### src/hdl/mfq_defines.svh
// register offsets, field positions, reset values and limits of the motion queue block
`ifndef MFQ_DEFINES_SVH
`define MFQ_DEFINES_SVH
`define MFQ_ADDR_QCTRL 8'h2E
`define MFQ_ADDR_QSTAT 8'h2F
`define MFQ_ADDR_RCFG 8'h30
`define MFQ_ADDR_THXH 8'h31
`define MFQ_ADDR_THXL 8'h32
`define MFQ_ADDR_THYH 8'h33
`define MFQ_ADDR_THYL 8'h34
`define MFQ_ADDR_THZH 8'h35
`define MFQ_ADDR_THZL 8'h36
`define MFQ_ADDR_DUR 8'h37
`define MFQ_ADDR_QEN 8'h23
`define MFQ_DEPTH 6'h20
`define MFQ_QCTRL_RST 8'h00
`define MFQ_MODE_MSB 7
`define MFQ_MODE_LSB 5
`define MFQ_DECR_BIT 7
`define MFQ_ANDOR_BIT 7
`define MFQ_LATCH_BIT 6
`define MFQ_QEN_BIT 1
`define MFQ_DLIM_BIT 0
`endif

### src/hdl/mfq_pkg.sv
// types of the motion queue block
package mfq_pkg;
  typedef enum logic [2:0]
  {
    MFQ_BYPASS = 3'h0,
    MFQ_FIFO = 3'h1,
    MFQ_RSVD = 3'h2,
    MFQ_CONT_FIFO = 3'h3,
    MFQ_BYP_CONT = 3'h4,
    MFQ_CONT = 3'h6
  } mfq_mode_t;
  typedef enum logic [2:0]
  {
    MFQ_QS_OFF = 3'b001,
    MFQ_QS_STOP = 3'b010,
    MFQ_QS_WRAP = 3'b100
  } mfq_state_t;
endpackage

### src/hdl/mfq_core.sv
// sample queue control/status and angular-rate event generator
`include "mfq_defines.svh"

// How it works
// mode 000 is reset value: queue off, pass-through
// mode 001 stores until full then stops
// mode 011 overwrites while trigger high, stop-on-full after it drops
// mode 100 pass-through while trigger high, overwrite after it drops
// mode 110 overwrites oldest sample when full
// host never writes reserved mode 010
// five-bit watermark next to mode, resets to zero
// watermark flag set when count at or above watermark
// overrun only when full and a sample overwritten; then count 32, or the watermark under depth limit
// six-bit unread count, 0 empty, 32 full
// combine enabled axis events by OR when bit 0, AND when 1
// latch bit holds the event request; else it follows the condition
// high enable raises request when rate above threshold
// low enable raises request when rate below threshold
// 15-bit signed thresholds over high and low bytes, reset zero
// x high byte msb picks duration counter reset or decrement
// host writes zero in msb of y and z high bytes
// queue works only when enabled; depth limit caps at watermark
// seven-bit duration sets minimum event persistence in samples
// trigger is the combined rate event request
// sample read frees oldest entry; status read has no side effect
module mfq_core
  import mfq_pkg::*;
(
  input wire logic clk_i,
  input wire logic sys_rst_i,
  input wire logic reg_wr_i,
  input wire logic reg_rd_i,
  input wire logic [7:0] reg_addr_i,
  input wire logic [7:0] reg_wdata_i,
  output logic [7:0] reg_rdata_o,
  input wire logic odr_tick_i,
  input wire logic signed [15:0] rate_x_i,
  input wire logic signed [15:0] rate_y_i,
  input wire logic signed [15:0] rate_z_i,
  input wire logic sample_pop_i,
  output logic sample_push_o,
  output logic [4:0] wr_slot_o,
  output logic [4:0] rd_slot_o,
  output logic rate_event_o
);
  // ****************************************
  // register file
  // ****************************************
  logic [7:0] qctrl_reg;
  logic [7:0] rcfg_reg;
  logic [7:0] thxh_reg, thxl_reg, thyh_reg, thyl_reg, thzh_reg, thzl_reg;
  logic [7:0] dur_reg;
  logic [1:0] qen_reg;
  logic [5:0] count_reg;
  logic [4:0] rd_ptr_reg;
  logic overrun_reg;
  logic req_reg;
  mfq_state_t state_reg;
  mfq_state_t state_next;
  mfq_mode_t mode;
  logic [4:0] watermark;
  logic [5:0] cap;
  logic full;
  logic push, pop, wrap;
  logic [2:0] hi_ev, lo_ev;
  logic [5:0] en_ev, act_ev;
  logic cond;

  function automatic logic hit(input logic [7:0] a, input logic [7:0] b);
    hit = reg_wr_i && (a == b);
  endfunction

  assign mode = mfq_mode_t'(qctrl_reg[`MFQ_MODE_MSB:`MFQ_MODE_LSB]);
  assign watermark = qctrl_reg[4:0];

  // host writes; all fields reset to zero
  always_ff @(posedge clk_i)
  begin
    if (sys_rst_i)
    begin
      qctrl_reg <= `MFQ_QCTRL_RST;
      rcfg_reg <= 8'h00;
      thxh_reg <= 8'h00;
      thxl_reg <= 8'h00;
      thyh_reg <= 8'h00;
      thyl_reg <= 8'h00;
      thzh_reg <= 8'h00;
      thzl_reg <= 8'h00;
      dur_reg <= 8'h00;
      qen_reg <= 2'h0;
    end
    else
    begin
      if (hit(reg_addr_i, `MFQ_ADDR_QCTRL)) qctrl_reg <= reg_wdata_i;
      if (hit(reg_addr_i, `MFQ_ADDR_RCFG)) rcfg_reg <= reg_wdata_i;
      if (hit(reg_addr_i, `MFQ_ADDR_THXH)) thxh_reg <= reg_wdata_i;
      if (hit(reg_addr_i, `MFQ_ADDR_THXL)) thxl_reg <= reg_wdata_i;
      if (hit(reg_addr_i, `MFQ_ADDR_THYH)) thyh_reg <= reg_wdata_i;
      if (hit(reg_addr_i, `MFQ_ADDR_THYL)) thyl_reg <= reg_wdata_i;
      if (hit(reg_addr_i, `MFQ_ADDR_THZH)) thzh_reg <= reg_wdata_i;
      if (hit(reg_addr_i, `MFQ_ADDR_THZL)) thzl_reg <= reg_wdata_i;
      if (hit(reg_addr_i, `MFQ_ADDR_DUR)) dur_reg <= reg_wdata_i;
      if (hit(reg_addr_i, `MFQ_ADDR_QEN)) qen_reg <= reg_wdata_i[1:0];
    end
  end

  // ****************************************
  // rate event generator
  // ****************************************
  mfq_axis_cmp u_x
  (
    .clk_i(clk_i), .sys_rst_i(sys_rst_i), .tick_i(odr_tick_i), .rate_i(rate_x_i),
    .thresh_i({thxh_reg[6:0], thxl_reg}), .dur_i(dur_reg[6:0]),
    .decr_i(thxh_reg[`MFQ_DECR_BIT]), .high_o(hi_ev[0]), .low_o(lo_ev[0])
  );
  mfq_axis_cmp u_y
  (
    .clk_i(clk_i), .sys_rst_i(sys_rst_i), .tick_i(odr_tick_i), .rate_i(rate_y_i),
    .thresh_i({thyh_reg[6:0], thyl_reg}), .dur_i(dur_reg[6:0]),
    .decr_i(thxh_reg[`MFQ_DECR_BIT]), .high_o(hi_ev[1]), .low_o(lo_ev[1])
  );
  mfq_axis_cmp u_z
  (
    .clk_i(clk_i), .sys_rst_i(sys_rst_i), .tick_i(odr_tick_i), .rate_i(rate_z_i),
    .thresh_i({thzh_reg[6:0], thzl_reg}), .dur_i(dur_reg[6:0]),
    .decr_i(thxh_reg[`MFQ_DECR_BIT]), .high_o(hi_ev[2]), .low_o(lo_ev[2])
  );

  // enable bits: 0 x-low,1 x-high,2 y-low,3 y-high,4 z-low,5 z-high
  assign en_ev = rcfg_reg[5:0];
  assign act_ev = {hi_ev[2], lo_ev[2], hi_ev[1], lo_ev[1], hi_ev[0], lo_ev[0]} & en_ev;
  // and needs every enabled event; or needs any
  assign cond = (en_ev != 6'h00) &&
    (rcfg_reg[`MFQ_ANDOR_BIT] ? (act_ev == en_ev) : (act_ev != 6'h00));

  // request: latched until config rewritten, else follows
  always_ff @(posedge clk_i)
  begin
    if (sys_rst_i)
      req_reg <= 1'b0;
    else if (odr_tick_i && cond)
      req_reg <= 1'b1;
    else if (hit(reg_addr_i, `MFQ_ADDR_RCFG))
      req_reg <= 1'b0;
    else if (odr_tick_i && !rcfg_reg[`MFQ_LATCH_BIT])
      req_reg <= 1'b0;
  end

  // ****************************************
  // queue mode machine
  // ****************************************
  always_comb
  begin
    state_next = MFQ_QS_OFF;
    if (qen_reg[`MFQ_QEN_BIT])
    begin
      case (mode)
        MFQ_FIFO: state_next = MFQ_QS_STOP;
        MFQ_CONT_FIFO: state_next = req_reg ? MFQ_QS_WRAP : MFQ_QS_STOP;
        MFQ_BYP_CONT: state_next = req_reg ? MFQ_QS_OFF : MFQ_QS_WRAP;
        MFQ_CONT: state_next = MFQ_QS_WRAP;
        default: state_next = MFQ_QS_OFF;
      endcase
    end
  end

  always_ff @(posedge clk_i)
  begin
    if (sys_rst_i)
      state_reg <= MFQ_QS_OFF;
    else
      state_reg <= state_next;
  end

  // ****************************************
  // queue pointers and status
  // ****************************************
  assign cap = (qen_reg[`MFQ_DLIM_BIT] && watermark != 5'h00) ? {1'b0, watermark}
    : `MFQ_DEPTH;
  assign full = count_reg >= cap;
  assign push = odr_tick_i && (state_reg != MFQ_QS_OFF) &&
    (!full || state_reg == MFQ_QS_WRAP);
  assign wrap = push && full;
  // no pop while the queue is off: the count is being flushed then
  assign pop = sample_pop_i && (state_reg != MFQ_QS_OFF) && (count_reg != 6'h00) && !wrap;

  always_ff @(posedge clk_i)
  begin
    if (sys_rst_i || state_reg == MFQ_QS_OFF)
    begin
      count_reg <= 6'h00;
      rd_ptr_reg <= 5'h00;
      overrun_reg <= 1'b0;
    end
    else
    begin
      if (wrap)
      begin
        rd_ptr_reg <= rd_ptr_reg + 5'h01;
        overrun_reg <= 1'b1;
      end
      else if (push && !pop)
        count_reg <= count_reg + 6'h01;
      else if (pop && !push)
      begin
        count_reg <= count_reg - 6'h01;
        rd_ptr_reg <= rd_ptr_reg + 5'h01;
        overrun_reg <= 1'b0;
      end
      else if (pop)
        rd_ptr_reg <= rd_ptr_reg + 5'h01;
    end
  end

  // ****************************************
  // outputs
  // ****************************************
  always_ff @(posedge clk_i)
  begin
    if (sys_rst_i)
    begin
      sample_push_o <= 1'b0;
      wr_slot_o <= 5'h00;
      rd_slot_o <= 5'h00;
      rate_event_o <= 1'b0;
      reg_rdata_o <= 8'h00;
    end
    else
    begin
      sample_push_o <= push;
      wr_slot_o <= rd_ptr_reg + count_reg[4:0];
      rd_slot_o <= rd_ptr_reg;
      rate_event_o <= req_reg;
      // read data is pure: no read side effects
      case (reg_addr_i)
        `MFQ_ADDR_QCTRL: reg_rdata_o <= qctrl_reg;
        `MFQ_ADDR_QSTAT: reg_rdata_o <= {count_reg >= {1'b0, watermark}, overrun_reg,
          count_reg};
        `MFQ_ADDR_RCFG: reg_rdata_o <= rcfg_reg;
        `MFQ_ADDR_THXH: reg_rdata_o <= thxh_reg;
        `MFQ_ADDR_THXL: reg_rdata_o <= thxl_reg;
        `MFQ_ADDR_THYH: reg_rdata_o <= thyh_reg;
        `MFQ_ADDR_THYL: reg_rdata_o <= thyl_reg;
        `MFQ_ADDR_THZH: reg_rdata_o <= thzh_reg;
        `MFQ_ADDR_THZL: reg_rdata_o <= thzl_reg;
        `MFQ_ADDR_DUR: reg_rdata_o <= dur_reg;
        `MFQ_ADDR_QEN: reg_rdata_o <= {6'h00, qen_reg};
        default: reg_rdata_o <= 8'h00;
      endcase
    end
  end

  // ****************************************
  // checks
  // ****************************************
  property p_bypass;
    @(posedge clk_i) disable iff (sys_rst_i)
    (mode == MFQ_BYPASS) |=> (state_reg == MFQ_QS_OFF) ##1 (count_reg == 6'h00);
  endproperty
  a_bypass: assert property (p_bypass) else $error("bypass keeps queue");
  property p_stop_full;
    @(posedge clk_i) disable iff (sys_rst_i)
    (state_reg == MFQ_QS_STOP && full) |-> !push;
  endproperty
  a_stop_full: assert property (p_stop_full) else $error("push when full");
  property p_mixed3;
    @(posedge clk_i) disable iff (sys_rst_i)
    (qen_reg[1] && mode == MFQ_CONT_FIFO && !req_reg) |=> (state_reg == MFQ_QS_STOP);
  endproperty
  a_mixed3: assert property (p_mixed3) else $error("mode 3 wrong");
  property p_mixed4;
    @(posedge clk_i) disable iff (sys_rst_i)
    (qen_reg[1] && mode == MFQ_BYP_CONT && req_reg) |=> (state_reg == MFQ_QS_OFF);
  endproperty
  a_mixed4: assert property (p_mixed4) else $error("mode 4 wrong");
  property p_wrap;
    @(posedge clk_i) disable iff (sys_rst_i)
    (wrap && state_reg == $past(state_reg)) |=> overrun_reg && count_reg == $past(count_reg);
  endproperty
  a_wrap: assert property (p_wrap) else $error("overwrite lost");
  property p_count_max;
    @(posedge clk_i) disable iff (sys_rst_i)
    count_reg <= `MFQ_DEPTH;
  endproperty
  a_count_max: assert property (p_count_max) else $error("count above 32");
  property p_pop;
    @(posedge clk_i) disable iff (sys_rst_i)
    (pop && !push && state_next == state_reg) |=> count_reg == $past(count_reg) - 6'h01;
  endproperty
  a_pop: assert property (p_pop) else $error("pop count");
  property p_latch;
    @(posedge clk_i) disable iff (sys_rst_i)
    (req_reg && rcfg_reg[`MFQ_LATCH_BIT] && !reg_wr_i) |=> req_reg;
  endproperty
  a_latch: assert property (p_latch) else $error("latch dropped");
  property p_overrun_full;
    @(posedge clk_i) disable iff (sys_rst_i)
    (overrun_reg && !qen_reg[`MFQ_DLIM_BIT]) |-> (count_reg == `MFQ_DEPTH);
  endproperty
  a_overrun_full: assert property (p_overrun_full) else $error("overrun below full");
  property p_follow;
    @(posedge clk_i) disable iff (sys_rst_i)
    (odr_tick_i && !cond && !rcfg_reg[`MFQ_LATCH_BIT]) |=> !req_reg;
  endproperty
  a_follow: assert property (p_follow) else $error("request not following");
  c_wrap: cover property (@(posedge clk_i) wrap);
  c_stop_full: cover property (@(posedge clk_i) state_reg == MFQ_QS_STOP && full);
  c_full: cover property (@(posedge clk_i) count_reg == `MFQ_DEPTH);
  c_event: cover property (@(posedge clk_i) $rose(req_reg));
endmodule // mfq_core

### src/hdl/mfq_axis_cmp.sv
// per-axis threshold compare with duration counter
module mfq_axis_cmp
  import mfq_pkg::*;
(
  input wire logic clk_i,
  input wire logic sys_rst_i,
  input wire logic tick_i,
  input wire logic signed [15:0] rate_i,
  input wire logic [14:0] thresh_i,
  input wire logic [6:0] dur_i,
  input wire logic decr_i,
  output logic high_o,
  output logic low_o
);
  logic signed [15:0] th_s;
  logic [6:0] hi_cnt_reg;
  logic [6:0] lo_cnt_reg;
  logic raw_hi;
  logic raw_lo;

  // sign-extend the 15-bit threshold
  assign th_s = {thresh_i[14], thresh_i};
  assign raw_hi = rate_i > th_s;
  assign raw_lo = rate_i < th_s;

  // persistence counters: event only after dur samples
  always_ff @(posedge clk_i)
  begin
    if (sys_rst_i)
    begin
      hi_cnt_reg <= 7'h00;
      lo_cnt_reg <= 7'h00;
    end
    else if (tick_i)
    begin
      if (raw_hi)
        hi_cnt_reg <= (hi_cnt_reg == 7'h7F) ? hi_cnt_reg : hi_cnt_reg + 7'h01;
      else if (decr_i && hi_cnt_reg != 7'h00)
        hi_cnt_reg <= hi_cnt_reg - 7'h01;
      else
        hi_cnt_reg <= 7'h00;
      if (raw_lo)
        lo_cnt_reg <= (lo_cnt_reg == 7'h7F) ? lo_cnt_reg : lo_cnt_reg + 7'h01;
      else if (decr_i && lo_cnt_reg != 7'h00)
        lo_cnt_reg <= lo_cnt_reg - 7'h01;
      else
        lo_cnt_reg <= 7'h00;
    end
  end

  assign high_o = raw_hi && (hi_cnt_reg >= dur_i);
  assign low_o = raw_lo && (lo_cnt_reg >= dur_i);
endmodule // mfq_axis_cmp

### config.mk
export PLATFORM = sky130hd
export DESIGN_NAME = mfq_core
export DESIGN_NICKNAME = d
export VERILOG_FILES = /design/src/hdl/mfq_pkg.sv /design/src/hdl/mfq_core.sv /design/src/hdl/mfq_axis_cmp.sv
export VERILOG_INCLUDE_DIRS = /design/src /design/src/hdl
export SDC_FILE = /design/constraint.sdc
export NUM_CORES = 1
export LEC_CHECK = 0
export ABC_AREA = 0
export BUFFER_PORTS_ARGS = -buffer_cell sky130_fd_sc_hd__buf_2
export CORE_MARGIN = 5
export CORE_UTILIZATION = 55
export CTS_CLUSTER_SIZE = 8
export DETAILED_ROUTE_END_ITERATION = 10
export PLACE_DENSITY_LB_ADDON = 0.1
export SYNTH_ARGS = -nofsm -noshare
export SYNTH_HDL_FRONTEND = slang
export SYNTH_SLANG_ARGS = --single-unit
### constraint.sdc
create_clock -name clk_i -period 3.9 [get_ports clk_i]
set_input_delay 0.585 -clock clk_i [delete_from_list [all_inputs] [get_ports clk_i]]
set_output_delay 0.585 -clock clk_i [all_outputs]
set_load 0.02 [all_outputs]
==> summary.txt, run 1 <==
Route
  – Wire length per cell: approximately 18 um
  – Detailed Routing Iterations Pass 1: 5
  – Initial DRC count: 796
  – Vias per cell: 5.90
  – Residual DRC: 0
  – Vias: about 10000
  – Antenna-violating nets left: 0
  – Final wirelength: 29.4 mm

Floorplan
  – Ports: 90
  – Die width: 150 um
  – Die height: 150 um
  – Initial Utilization: between 50 and 60%
  – Die area: ~22000 um2
  – Core ar.: approximately 19000 um2
  – Rows: 51

Synth
  – Asr flop ratio synth: 0%
  – Syn nets: about 1500
  – Distinct cells, synth: 82
  – Post-synth EDFFs: 0
  – Syn Std Cell Area: 10800 um2
  – Syn avg cell area: a little over 8 um2
  – Seq/Total Area, Yosys: between 20% and 30%
  – Post-synth top flop: dfxtp_1
  – Synthesis warning total: 0
  – Post-Synthesis Cells: approximately 1300
  – Seq cells post-synth: between 150 and 200

Critical path
  – Startpoint Class: register
  – Setup crit end kind: register
  – Crit Path Class: register to register
  – Required @ worst endpoint: approximately 4.2 ns
  – CP max FO: 5
  – Critical path arrival: roughly 4.0 ns

STA
  – Setup TNS Final: 0 ns
  – Hold Vio Cnt, Final: 0
  – Setup ws final: approximately 0.23 ns
  – Slew HR: 38.5%
  – Worst Hold Slack: approximately 0.45 ns
  – Unrepaired setup endpoints after global routing: false
  – Final number of setup-violating endpoints: 0
  – Post-route clock period utilization: between 90% and 100%
  – Worst Skew: slightly below 0.01 ns
  – Post-layout min period: roughly 3.7 ns
  – Max frequency: roughly 0.27 GHz
  – Slew Limit Fails: 0
  – Worst Max-Slew Pin Slew: 0.911 ns

Global routing
  – Vias in the first global route: between 9000 and 10000
  – GRT overflow: 0
  – GRT Max-Usage Layer: met2
  – Met1 Track Usage GR: between 30% and 40%
  – First-pass GRT wire length: between 40 and 50 mm
  – Met3 Track Usage GR: ~4.3%
  – Total GRT Usage: 26.7%
  – Largest net degree at the start of global routing: 65
  – Grt met2 use: 40.1%
  – Antenna violations before repair: 0

CTS
  – Number of post-CTS setup repair buffers: 0
  – Later-pin clock latency in the skew report: around 0.44 ns
  – Longest Clk Path Bufs: 2
  – Clock sink total: 152
  – Clk slew on worst S/H paths: approximately 0.070 ns
  – Inserted Clock Buffers: 17
  – Root buffer cell: clkbuf_16
  – CTS H-tree lvls: 4
  – CTS tree: yes

Finish
  – N_diodes: 0
  – Nets: about 1600
  – Most common cell after layout, fill and taps aside: dfxtp_1
  – Synth-to-Final Area Change: 11.6%
  – Proportion of layout cells with a drive suffix above 1: a little over an eighth
  – Commonest cells after routing, fill and taps aside: 152 x dfxtp_1, 132 x nor2_1, 129 x ha_1

Placement
  – IO Port Bufs: 88
  – Dpl ws: approximately 0.088 ns
  – Global placer's final weighted congestion: ~0.89
  – Hpwl dp: 21.4 mm

Run status
  – Status: finished clean

Power and ir drop
  – Pleak: around 5.1 nW
  – Power density cells: ~300 nW/um2
  – Total power: 0.00362 W
  – Peak supply drop: about 270 uV

Min path
  – Hold/Removal Path Class: register to register

Flow run
  – Max cap viols: 0
## report_power, final
part	internal (W)	switching, W
clock network	0.000857	0.000763
logic	0.000161	0.000252
registers	0.00157	0.0000253
total	0.00258	0.00104
## per-layer routing
metal,up-vias,part of all wire (%)
met5,-,0
met4,0,2.4
met3,42,6.6
met2,328,44
met1,4550,47
li1,4869,-
## per-stage QoR
step / instances / area (um2) / util (%)
floorplan: 1314 / 10800 / -
CTS: 1659 / 12000 / 62.0
detailed placement: 1627 / 11400 / 59.1
global placement: 1627 / 11400 / 59.1
finish: 1659 / 12000 / 62.1
global route: 1659 / 12000 / 62.1
## repair_timing
action	in CTS	in global routing
setup endpoints to repair	0	1
hold buffers	0	0
resized for setup	0	5
## logic make-up after synthesis
family	Yosys count	synth area share (%)
buffers and inverters	163	6.11
muxes	83	8.34
DFF	152	28.3
and+or+nand+nor	425	18.8
adders and majority gates	132	15.5
xor gates and xnor gates	22	1.79
AOI/OAI and AO/OA	337	21.1
## layout make-up
type / count / area (um2)
Fill cell: 1805 / 7330
Multi-Input combinational cell: 999 / 7070
Sequential cell: 152 / 3040
Timing Repair Buffer: 112 / 623
Clock buffer: 18 / 439
Inverter: 99 / 372
Tap cell: 265 / 332
Clock inverter: 14 / 125
## worst max-delay path, stage by stage, from the launching register on
cell	delay [ns]
dfxtp_1	0.31
and2_1	0.16
ha_1	0.26
nand2b_1	0.14
a21o_1	0.17
a21o_1	0.18
a21oi_2	0.16
o21bai_1	0.08
a21oi_1	0.14
o21ai_0	0.12
a21oi_1	0.20
ha_2	0.22
inv_1	0.10
ha_1	0.29
a21o_1	0.19
a21oi_2	0.18
o21bai_1	0.09
a21oi_1	0.17
xnor2_1	0.10
nor3_2	0.12
xnor2_1	0.13
nor2_1	0.05
## synthesized netlist by cell type (7+ instances only)
library cell	n	share of area [%]
a211oi_1	20	1.4
a21o_1	19	1.3
a21oi_1	103	4.8
a221oi_1	8	0.65
a22o_1	10	0.81
a22oi_1	9	0.63
a311oi_1	8	0.65
a31oi_1	13	0.76
and2_1	8	0.47
and3_1	17	0.99
clkbuf_1	48	1.7
dfxtp_1	152	28
ha_1	130	15
inv_1	98	3.4
mux2i_1	75	7.0
nand2_1	112	3.9
nand2b_1	15	0.87
nand3_1	38	1.8
nand4_1	14	0.81
nor2_1	132	4.6
nor2b_1	19	1.1
nor3_1	22	1.0
o21ai_0	54	2.5
o21ai_1	7	0.33
o31ai_1	9	0.63
or2_2	7	0.41
or3_1	12	0.70
xnor2_1	15	1.2
xor2_1	7	0.57
## worst paths after layout
| check | depth (start not counted) | slack [ns] | startpoint | to |
|---|---|---|---|---|
| worst max-delay path | 21 | 0.23 | qctrl_reg[0] | count_reg[5] |
| worst min-delay path | 2 | 0.45 | thzl_reg[6] | thzl_reg[6] |
| worst max register to register | 21 | 0.23 | qctrl_reg[0] | count_reg[5] |
| worst min register to register | 2 | 0.45 | thzl_reg[6] | thzl_reg[6] |
(Power assumes the default switching activity.)
==> inputs of run 2 (changes only) <==
Settings changed: CORE_UTILIZATION 55 to 45.
==> run 2 against run 1 <==
Compared with the run above:
- combinational power rose by 1%
- final area up 1.4%
- worst setup slack worse by 0.0026 ns
- clock skew increased by 0.0035 ns
- flip-flop and latch count unchanged
- largest power group unchanged
- wire length grew 5.7%
==> summary.txt, run 2 (synthesized netlist as in run 1, its figures left out) <==
Global routing
  – Antenna violations before repair: 0 (unchanged)
  – Largest net degree at the start of global routing: 58 (-11%)
  – Vias in the first global route: 9380 (+2.2%)
  – Total GRT Usage: 23.3% (-3.3 points)
  – GRT overflow: 0 (unchanged)
  – First-pass GRT wire length: 50.2 mm (+3.9%)

Route
  – Initial DRC count: 749 (-5.9%)
  – Vias per cell: 5.71 (-3.3%)
  – Antenna-violating nets left: 0 (unchanged)
  – Vias: 9824 (+0.36%)
  – Wire length per cell: 18.0 um (+1.8%)
  – Detailed Routing Iterations Pass 1: 7 (+2)
  – Final wirelength: 31.0 mm (+5.7%)
  – Residual DRC: 0 (unchanged)

Finish
  – N_diodes: 0 (unchanged)
  – Proportion of layout cells with a drive suffix above 1: 13.6% (+0.50 points)
  – Synth-to-Final Area Change: 13.1%
  – Most common cell after layout, fill and taps aside: dfxtp_1
  – Commonest cells after routing, fill and taps aside: 152 x dfxtp_1, 132 x nor2_1, 129 x ha_1
  – Nets: 1591 (+0.51%)
  – FILL cells: 2302 (+28%)
  – Finished Cell Area: 12200 um2 (+1.4%)

Min path
  – Hold Path Origin: thxl_reg[5]
  – Hold/Removal Path Class: register to register
  – Min-Delay Path Depth: 2 (unchanged)
  – Hold Path End: thxl_reg[5]

CTS
  – Inserted Clock Buffers: 17 (unchanged)
  – Root buffer cell: clkbuf_16
  – Clk slew on worst S/H paths: 0.07 ns (about the same)
  – Number of buffers inserted by hold repair at cts: 0 (unchanged)
  – CTS tree: yes
  – CTS H-tree lvls: 4 (unchanged)
  – Clock sink total: 152 (unchanged)
  – Longest Clk Path Bufs: 2 (unchanged)
  – Later-pin clock latency in the skew report: 0.43 ns (about the same)

STA
  – Final number of setup-violating endpoints: 0 (unchanged)
  – Hold Vio Cnt, Final: 0 (unchanged)
  – Setup TNS Final: 0 ns (unchanged)
  – Max frequency: 0.272 GHz (about the same)
  – Worst Max-Slew Pin Slew: 1.01 ns (+0.104 ns)
  – Post-route clock period utilization: 94.2% (about the same)
  – Slew HR: 31.5% (-7.0 points)
  – Slew Limit Fails: 0 (unchanged)
  – Worst Hold Slack: 0.452 ns (-0.00209 ns)
  – Post-layout min period: 3.67 ns (+0.00259 ns)
  – Worst Skew: 0.0131 ns (+0.00347 ns)

Floorplan
  – Rows: 56 (+9.8%)
  – Ports: 90 (unchanged)
  – Die area: 27100 um2 (+21%)
  – Core ar.: 23500 um2 (+21%)
  – Die height: 165 um (+9.9%)
  – Die width: 165 um (+9.9%)
  – Initial Utilization: 45.8% (-9.8 points)

Power and ir drop
  – Peak supply drop: 259 uV (-5.5%)
  – Pleak: 5.20 nW (+1.2%)
  – Power density cells: 308 nW/um2 (+1.9%)

Critical path
  – Depth of the most critical reg-to-reg path: 21 (unchanged)
  – Setup crit end kind: register
  – Critical path arrival: 3.98 ns (about the same)
  – Crit Path Class: register to register
  – R2r setup slk: 0.23 ns (about the same)
  – Worst R2R Start: qctrl_reg[0]
  – Startpoint Class: register
  – FF-to-FF End: count_reg[5]
  – Required @ worst endpoint: 4.21 ns (about the same)
  – CP max FO: 5 (unchanged)

Flow run
  – Max cap viols: 0 (unchanged)

Placement
  – IO Port Bufs: 88 (unchanged)
  – Hpwl dp: 22.9 mm (+6.9%)
  – Global placer's final weighted congestion: 0.869 (-2.8%)
  – Placed Area: 11600 um2 (+1.1%)

Run status
  – Status: finished clean
## run 2: cell count changes in the layout (fill, tap and decap cells not counted), moves of 2 or more
cell | previous run | this run
clkinv_4 | 3 | 1
inv_6 | 7 | 5
bufinv_16 | 0 | 2
buf_4 | 25 | 33
## run 2: worst max-delay path: stages (launching register included)
cell,delay (ns)
dfxtp_1,0.31
and2_1,0.15
ha_1,0.26
nand2b_1,0.14
a21o_1,0.17
a21o_1,0.18
a21oi_2,0.17
o21bai_1,0.09
a21oi_1,0.16
o21ai_0,0.12
a21oi_1,0.21
ha_2,0.23
inv_2,0.07
ha_1,0.27
a21o_1,0.19
a21oi_2,0.17
o21bai_1,0.09
a21oi_1,0.17
xnor2_1,0.10
nor3_2,0.13
xnor2_1,0.13
nor2_1,0.05
## run 2: worst max path at each step
stage,end,from,slack (ns)
after floorplan,count_reg[5],count_reg[0],0.26
after global placement,count_reg[5],qctrl_reg[0],0.16
after detailed placement,count_reg[5],qctrl_reg[0],0.13
after CTS,count_reg[5],qctrl_reg[0],0.05
after global routing,count_reg[5],qctrl_reg[0],-0.04
final,count_reg[5],qctrl_reg[0],0.23
## run 2: timing repair
item                                    4_1_cts  5_1_grt
gates resized for setup                       0        6
buffers inserted                              0        0
endpoints found under the setup margin        0        1
## run 2: through the flow
step | total power (W) | utilization, % | instances | setup slack, ns
CTS | 0.00378 | 51.8 | 1721 | 0.0538
global route | 0.00391 | 51.8 | 1721 | -0.0369
detailed placement | 0.00204 | 49.2 | 1689 | 0.130
global placement | 0.00204 | 49.2 | 1689 | 0.161
finish | 0.00374 | 51.8 | 1721 | 0.226
floorplan | 0.00191 | - | 1314 | 0.255
## run 2: power by group
part	switching, W	total [W]	internal [W]	leakage (nW)
logic	0.000256	0.000419	0.000162	3.68
registers	0.0000253	0.00159	0.00157	1.23
clock network	0.000750	0.00173	0.000984	0.295
## run 2: routing by layer
metal / GRT usage (%) / up-vias / part of all wire [%]
li1: - / 4881 / -
met1: 33.5 / 4644 / 49
met5: 0 / - / 0
met2: 36.5 / 269 / 45
met3: 3.87 / 30 / 4.8
met4: 5.71 / 0 / 1.5
## run 2: layout make-up
cell class                      count  area (um2)  share of cell area (%)
Timing Repair Buffer              120         683                    5.61
Sequential cell                   152        3040                    25.0
Clock buffer                       19         443                    3.64
Multi-Input combinational cell    999        7070                    58.1
Inverter                           99         372                    3.05
Clock inverter                     13         159                    1.31
Tap cell                          319         399                    3.28
==> inputs of run 3 (changes only) <==
Settings changed: CORE_MARGIN 5 to 2.
==> run 3 against run 2 <==
Compared with the run above:
- die area decreased by 7.2%
- clock power shrank 5%
- register-to-register slack better by 0.08 ns
- critical path type unchanged
- highest routed layer unchanged
- power decreased by 2.5%
- first-iteration DRC count shrank 6.1%
- critical path depth is the same
==> summary.txt, run 3 (synthesized netlist as in run 1, its figures left out) <==
Critical path
  – CP cell instances: and2_1 -> ha_1 -> nand2b_1 -> a21o_1 -> a21o_1 -> a21oi_2 -> o21bai_1 -> a21oi_1 -> o21ai_0 -> a21oi_1 -> ha_1 -> inv_2 -> ha_1 -> a21o_1 -> a21oi_1 -> o21bai_1 -> a21oi_1 -> xnor2_1 -> nor3_2 -> xnor2_1 -> nor2_1
  – Crit path to: count_reg[5]
  – Setup crit end kind: register
  – Startpoint Class: register
  – Slowest stage cell, crit path: dfxtp_1
  – CP max FO: 5 (unchanged)
  – FF-to-FF End: count_reg[5]
  – R2r setup slk: 0.30 ns (+0.08 ns)
  – Worst R2R Start: qctrl_reg[0]
  – Required @ worst endpoint: 4.21 ns (about the same)
  – CP peak stage delay: 0.31 ns (about the same)
  – Depth of the most critical reg-to-reg path: 21 (unchanged)
  – Worst setup path start: qctrl_reg[0]
  – Critical path arrival: 3.90 ns (-0.08 ns)
  – Most used cell, CP: a21oi_1
  – Crit Path Class: register to register

Placement
  – IO Port Bufs: 88 (unchanged)
  – Cells after DPL: 1686 (-0.18%)
  – Global placer's final weighted congestion: 0.872 (+0.36%)
  – Hpwl dp: 22.4 mm (-1.9%)

Finish
  – Most common cell after layout, fill and taps aside: dfxtp_1
  – FILL cells: 2274 (-1.2%)
  – Fin util: 51.6% (-0.22 points)
  – Commonest cells after routing, fill and taps aside: 152 x dfxtp_1, 132 x nor2_1, 130 x ha_1
  – Multi-input combinational cell area: 7060 um2 (about the same)
  – Proportion of layout cells with a drive suffix above 1: 13.3% (-0.26 points)
  – Post-Layout Cell Count: 1718 (-0.17%)
  – N_diodes: 0 (unchanged)
  – Sequential Area: 3040 um2 (unchanged)
  – Synth-to-Final Area Change: 12.7%
  – Nets: 1588 (-0.19%)

Power and ir drop
  – Net Switching: 0.00107 W (+3.6%)
  – Clk pwr share: 45.0% (-1.3 points)
  – Int Power: 0.00258 W (-4.8%)
  – Reg power frac: 43.6% (+1.1 points)
  – Peak supply drop: 248 uV (-4.2%)
  – Sw Share: 29.3% (+1.7 points)
  – Total power: 0.00365 W (-2.5%)
  – Power density cells: 301 nW/um2 (-2.0%)
  – Combinational power share: 11.4% (+0.2 points)
  – Pleak: 5.17 nW (-0.48%)

STA
  – Slew Limit Fails: 0 (unchanged)
  – Setup TNS Final: 0 ns (unchanged)
  – Slew HR: 42.0% (+11 points)
  – Worst Hold Slack: 0.454 ns (+0.00224 ns)
  – Unrepaired setup endpoints after global routing: false
  – Final number of setup-violating endpoints: 0 (unchanged)
  – Worst Skew: 0.0133 ns (+0.000202 ns)
  – Post-route clock period utilization: 92.2% (-2.0 points)
  – Hold Vio Cnt, Final: 0 (unchanged)
  – Max frequency: 0.278 GHz (+2.2%)
  – Post-layout min period: 3.60 ns (-0.0785 ns)
  – Worst Max-Slew Pin Slew: 0.858 ns (-0.156 ns)

CTS
  – Root buffer cell: clkbuf_16
  – CTS H-tree lvls: 4 (unchanged)
  – Clk slew on worst S/H paths: 0.07 ns (about the same)
  – Inserted Clock Buffers: 17 (unchanged)
  – Later-pin clock latency in the skew report: 0.43 ns (about the same)
  – CTS tree: yes
  – Number of post-CTS setup repair buffers: 0 (unchanged)
  – Longest Clk Path Bufs: 2 (unchanged)
  – Clock sink total: 152 (unchanged)

Route
  – Antenna-violating nets left: 0 (unchanged)
  – Detailed Routing Iterations Pass 1: 5 (-2)
  – Vias per cell: 5.65 (-0.96%)
  – Residual DRC: 0 (unchanged)
  – Vias: 9713 (-1.1%)
  – Final wirelength: 30.2 mm (-2.7%)
  – Initial DRC count: 703 (-6.1%)
  – Wire length per cell: 17.6 um (-2.5%)

Global routing
  – GRT overflow: 0 (unchanged)
  – Antenna violations before repair: 0 (unchanged)
  – Vias in the first global route: 9181 (-2.1%)
  – Total GRT Usage: 24.9% (+1.6 points)
  – Largest net degree at the start of global routing: 76 (+31%)
  – First-pass GRT wire length: 49.0 mm (-2.3%)

Run status
  – Status: finished clean

Floorplan
  – Core ar.: 23500 um2 (unchanged)
  – Initial Utilization: 45.8% (unchanged)
  – Rows: 56 (unchanged)
  – Die width: 159 um (-3.6%)
  – Die height: 159 um (-3.6%)
  – Die area: 25200 um2 (-7.2%)
  – Ports: 90 (unchanged)

Min path
  – Hold/Removal Path Class: register to register

Flow run
  – Max cap viols: 0 (unchanged)
-- run 3: cell types whose count changed in the layout (fill, tap and decap cells not counted) --
cell	delta
buf_4	-3
bufinv_16	-2
clkinv_8	+2
inv_8	+2
a21oi_1	+1
a21oi_2	-1
clkbuf_1	-1
clkbuf_8	-1
clkinv_4	+1
ha_1	+1
ha_2	-1
inv_6	-1
-- run 3: worst min-delay path by stage --
stage               depth (start not counted)   startpoint           to
floorplan                                   2  thxl_reg[4]  thxl_reg[4]
global placement                            2  thxl_reg[6]  thxl_reg[6]
detailed placement                          2  thzl_reg[6]  thzl_reg[6]
CTS                                         2  thzl_reg[6]  thzl_reg[6]
global route                                2  thzl_reg[6]  thzl_reg[6]
finish                                      2  thzl_reg[6]  thzl_reg[6]
-- run 3: cell type report --
cell class | count | area share (%)
clock buffer | 17 | 3.51
tap | 319 | 3.29
multi-input combinational | 999 | 58.3
timing repair buffer | 117 | 5.45
clock inverter | 15 | 1.27
sequential | 152 | 25.1
inverter | 99 | 3.07
-- run 3: power by group through the flow --
stage	logic (W)	registers (W)	clock network [W]
4_1_cts	0.000416	0.00159	0.00168
5_1_grt	0.000469	0.00159	0.00174
3_5_place_dp	0.000414	0.00163	0
6_report	0.000417	0.00159	0.00164
3_3_place_gp	0.000409	0.00163	0
2_1_floorplan	0.000296	0.00162	0
-- run 3: worst max-delay path, delay by kind of cell (launching register included) --
kind	cells	cell delay [ns]
simple gates	4	0.47
fa+ha+maj	3	0.74
compound gates	11	1.66
buf+inv	1	0.08
xor+xnor	2	0.22
flops	1	0.31
-- run 3: metrics by stage --
step | area [um2] | setup WS (ns)
2_1_floorplan | 10800 | 0.255
3_3_place_gp | 11500 | 0.163
3_5_place_dp | 11500 | 0.179
4_1_cts | 12100 | 0.153
5_1_grt | 12100 | 0.0125
6_report | 12100 | 0.304
-- run 3: timing repair --
action	4_1_cts	5_1_grt
gates resized for setup	0	4
setup endpoints to repair	0	1
hold buffers	0	0
-- run 3: routing by layer --
metal	wire, um	up-vias	part of all wire [%]	track usage, %
met5	0	-	0	0
met4	567	0	1.9	6.99
met3	1430	36	4.7	3.97
met2	13400	269	44	38.9
met1	14800	4519	49	35.5
li1	-	4889	-	-
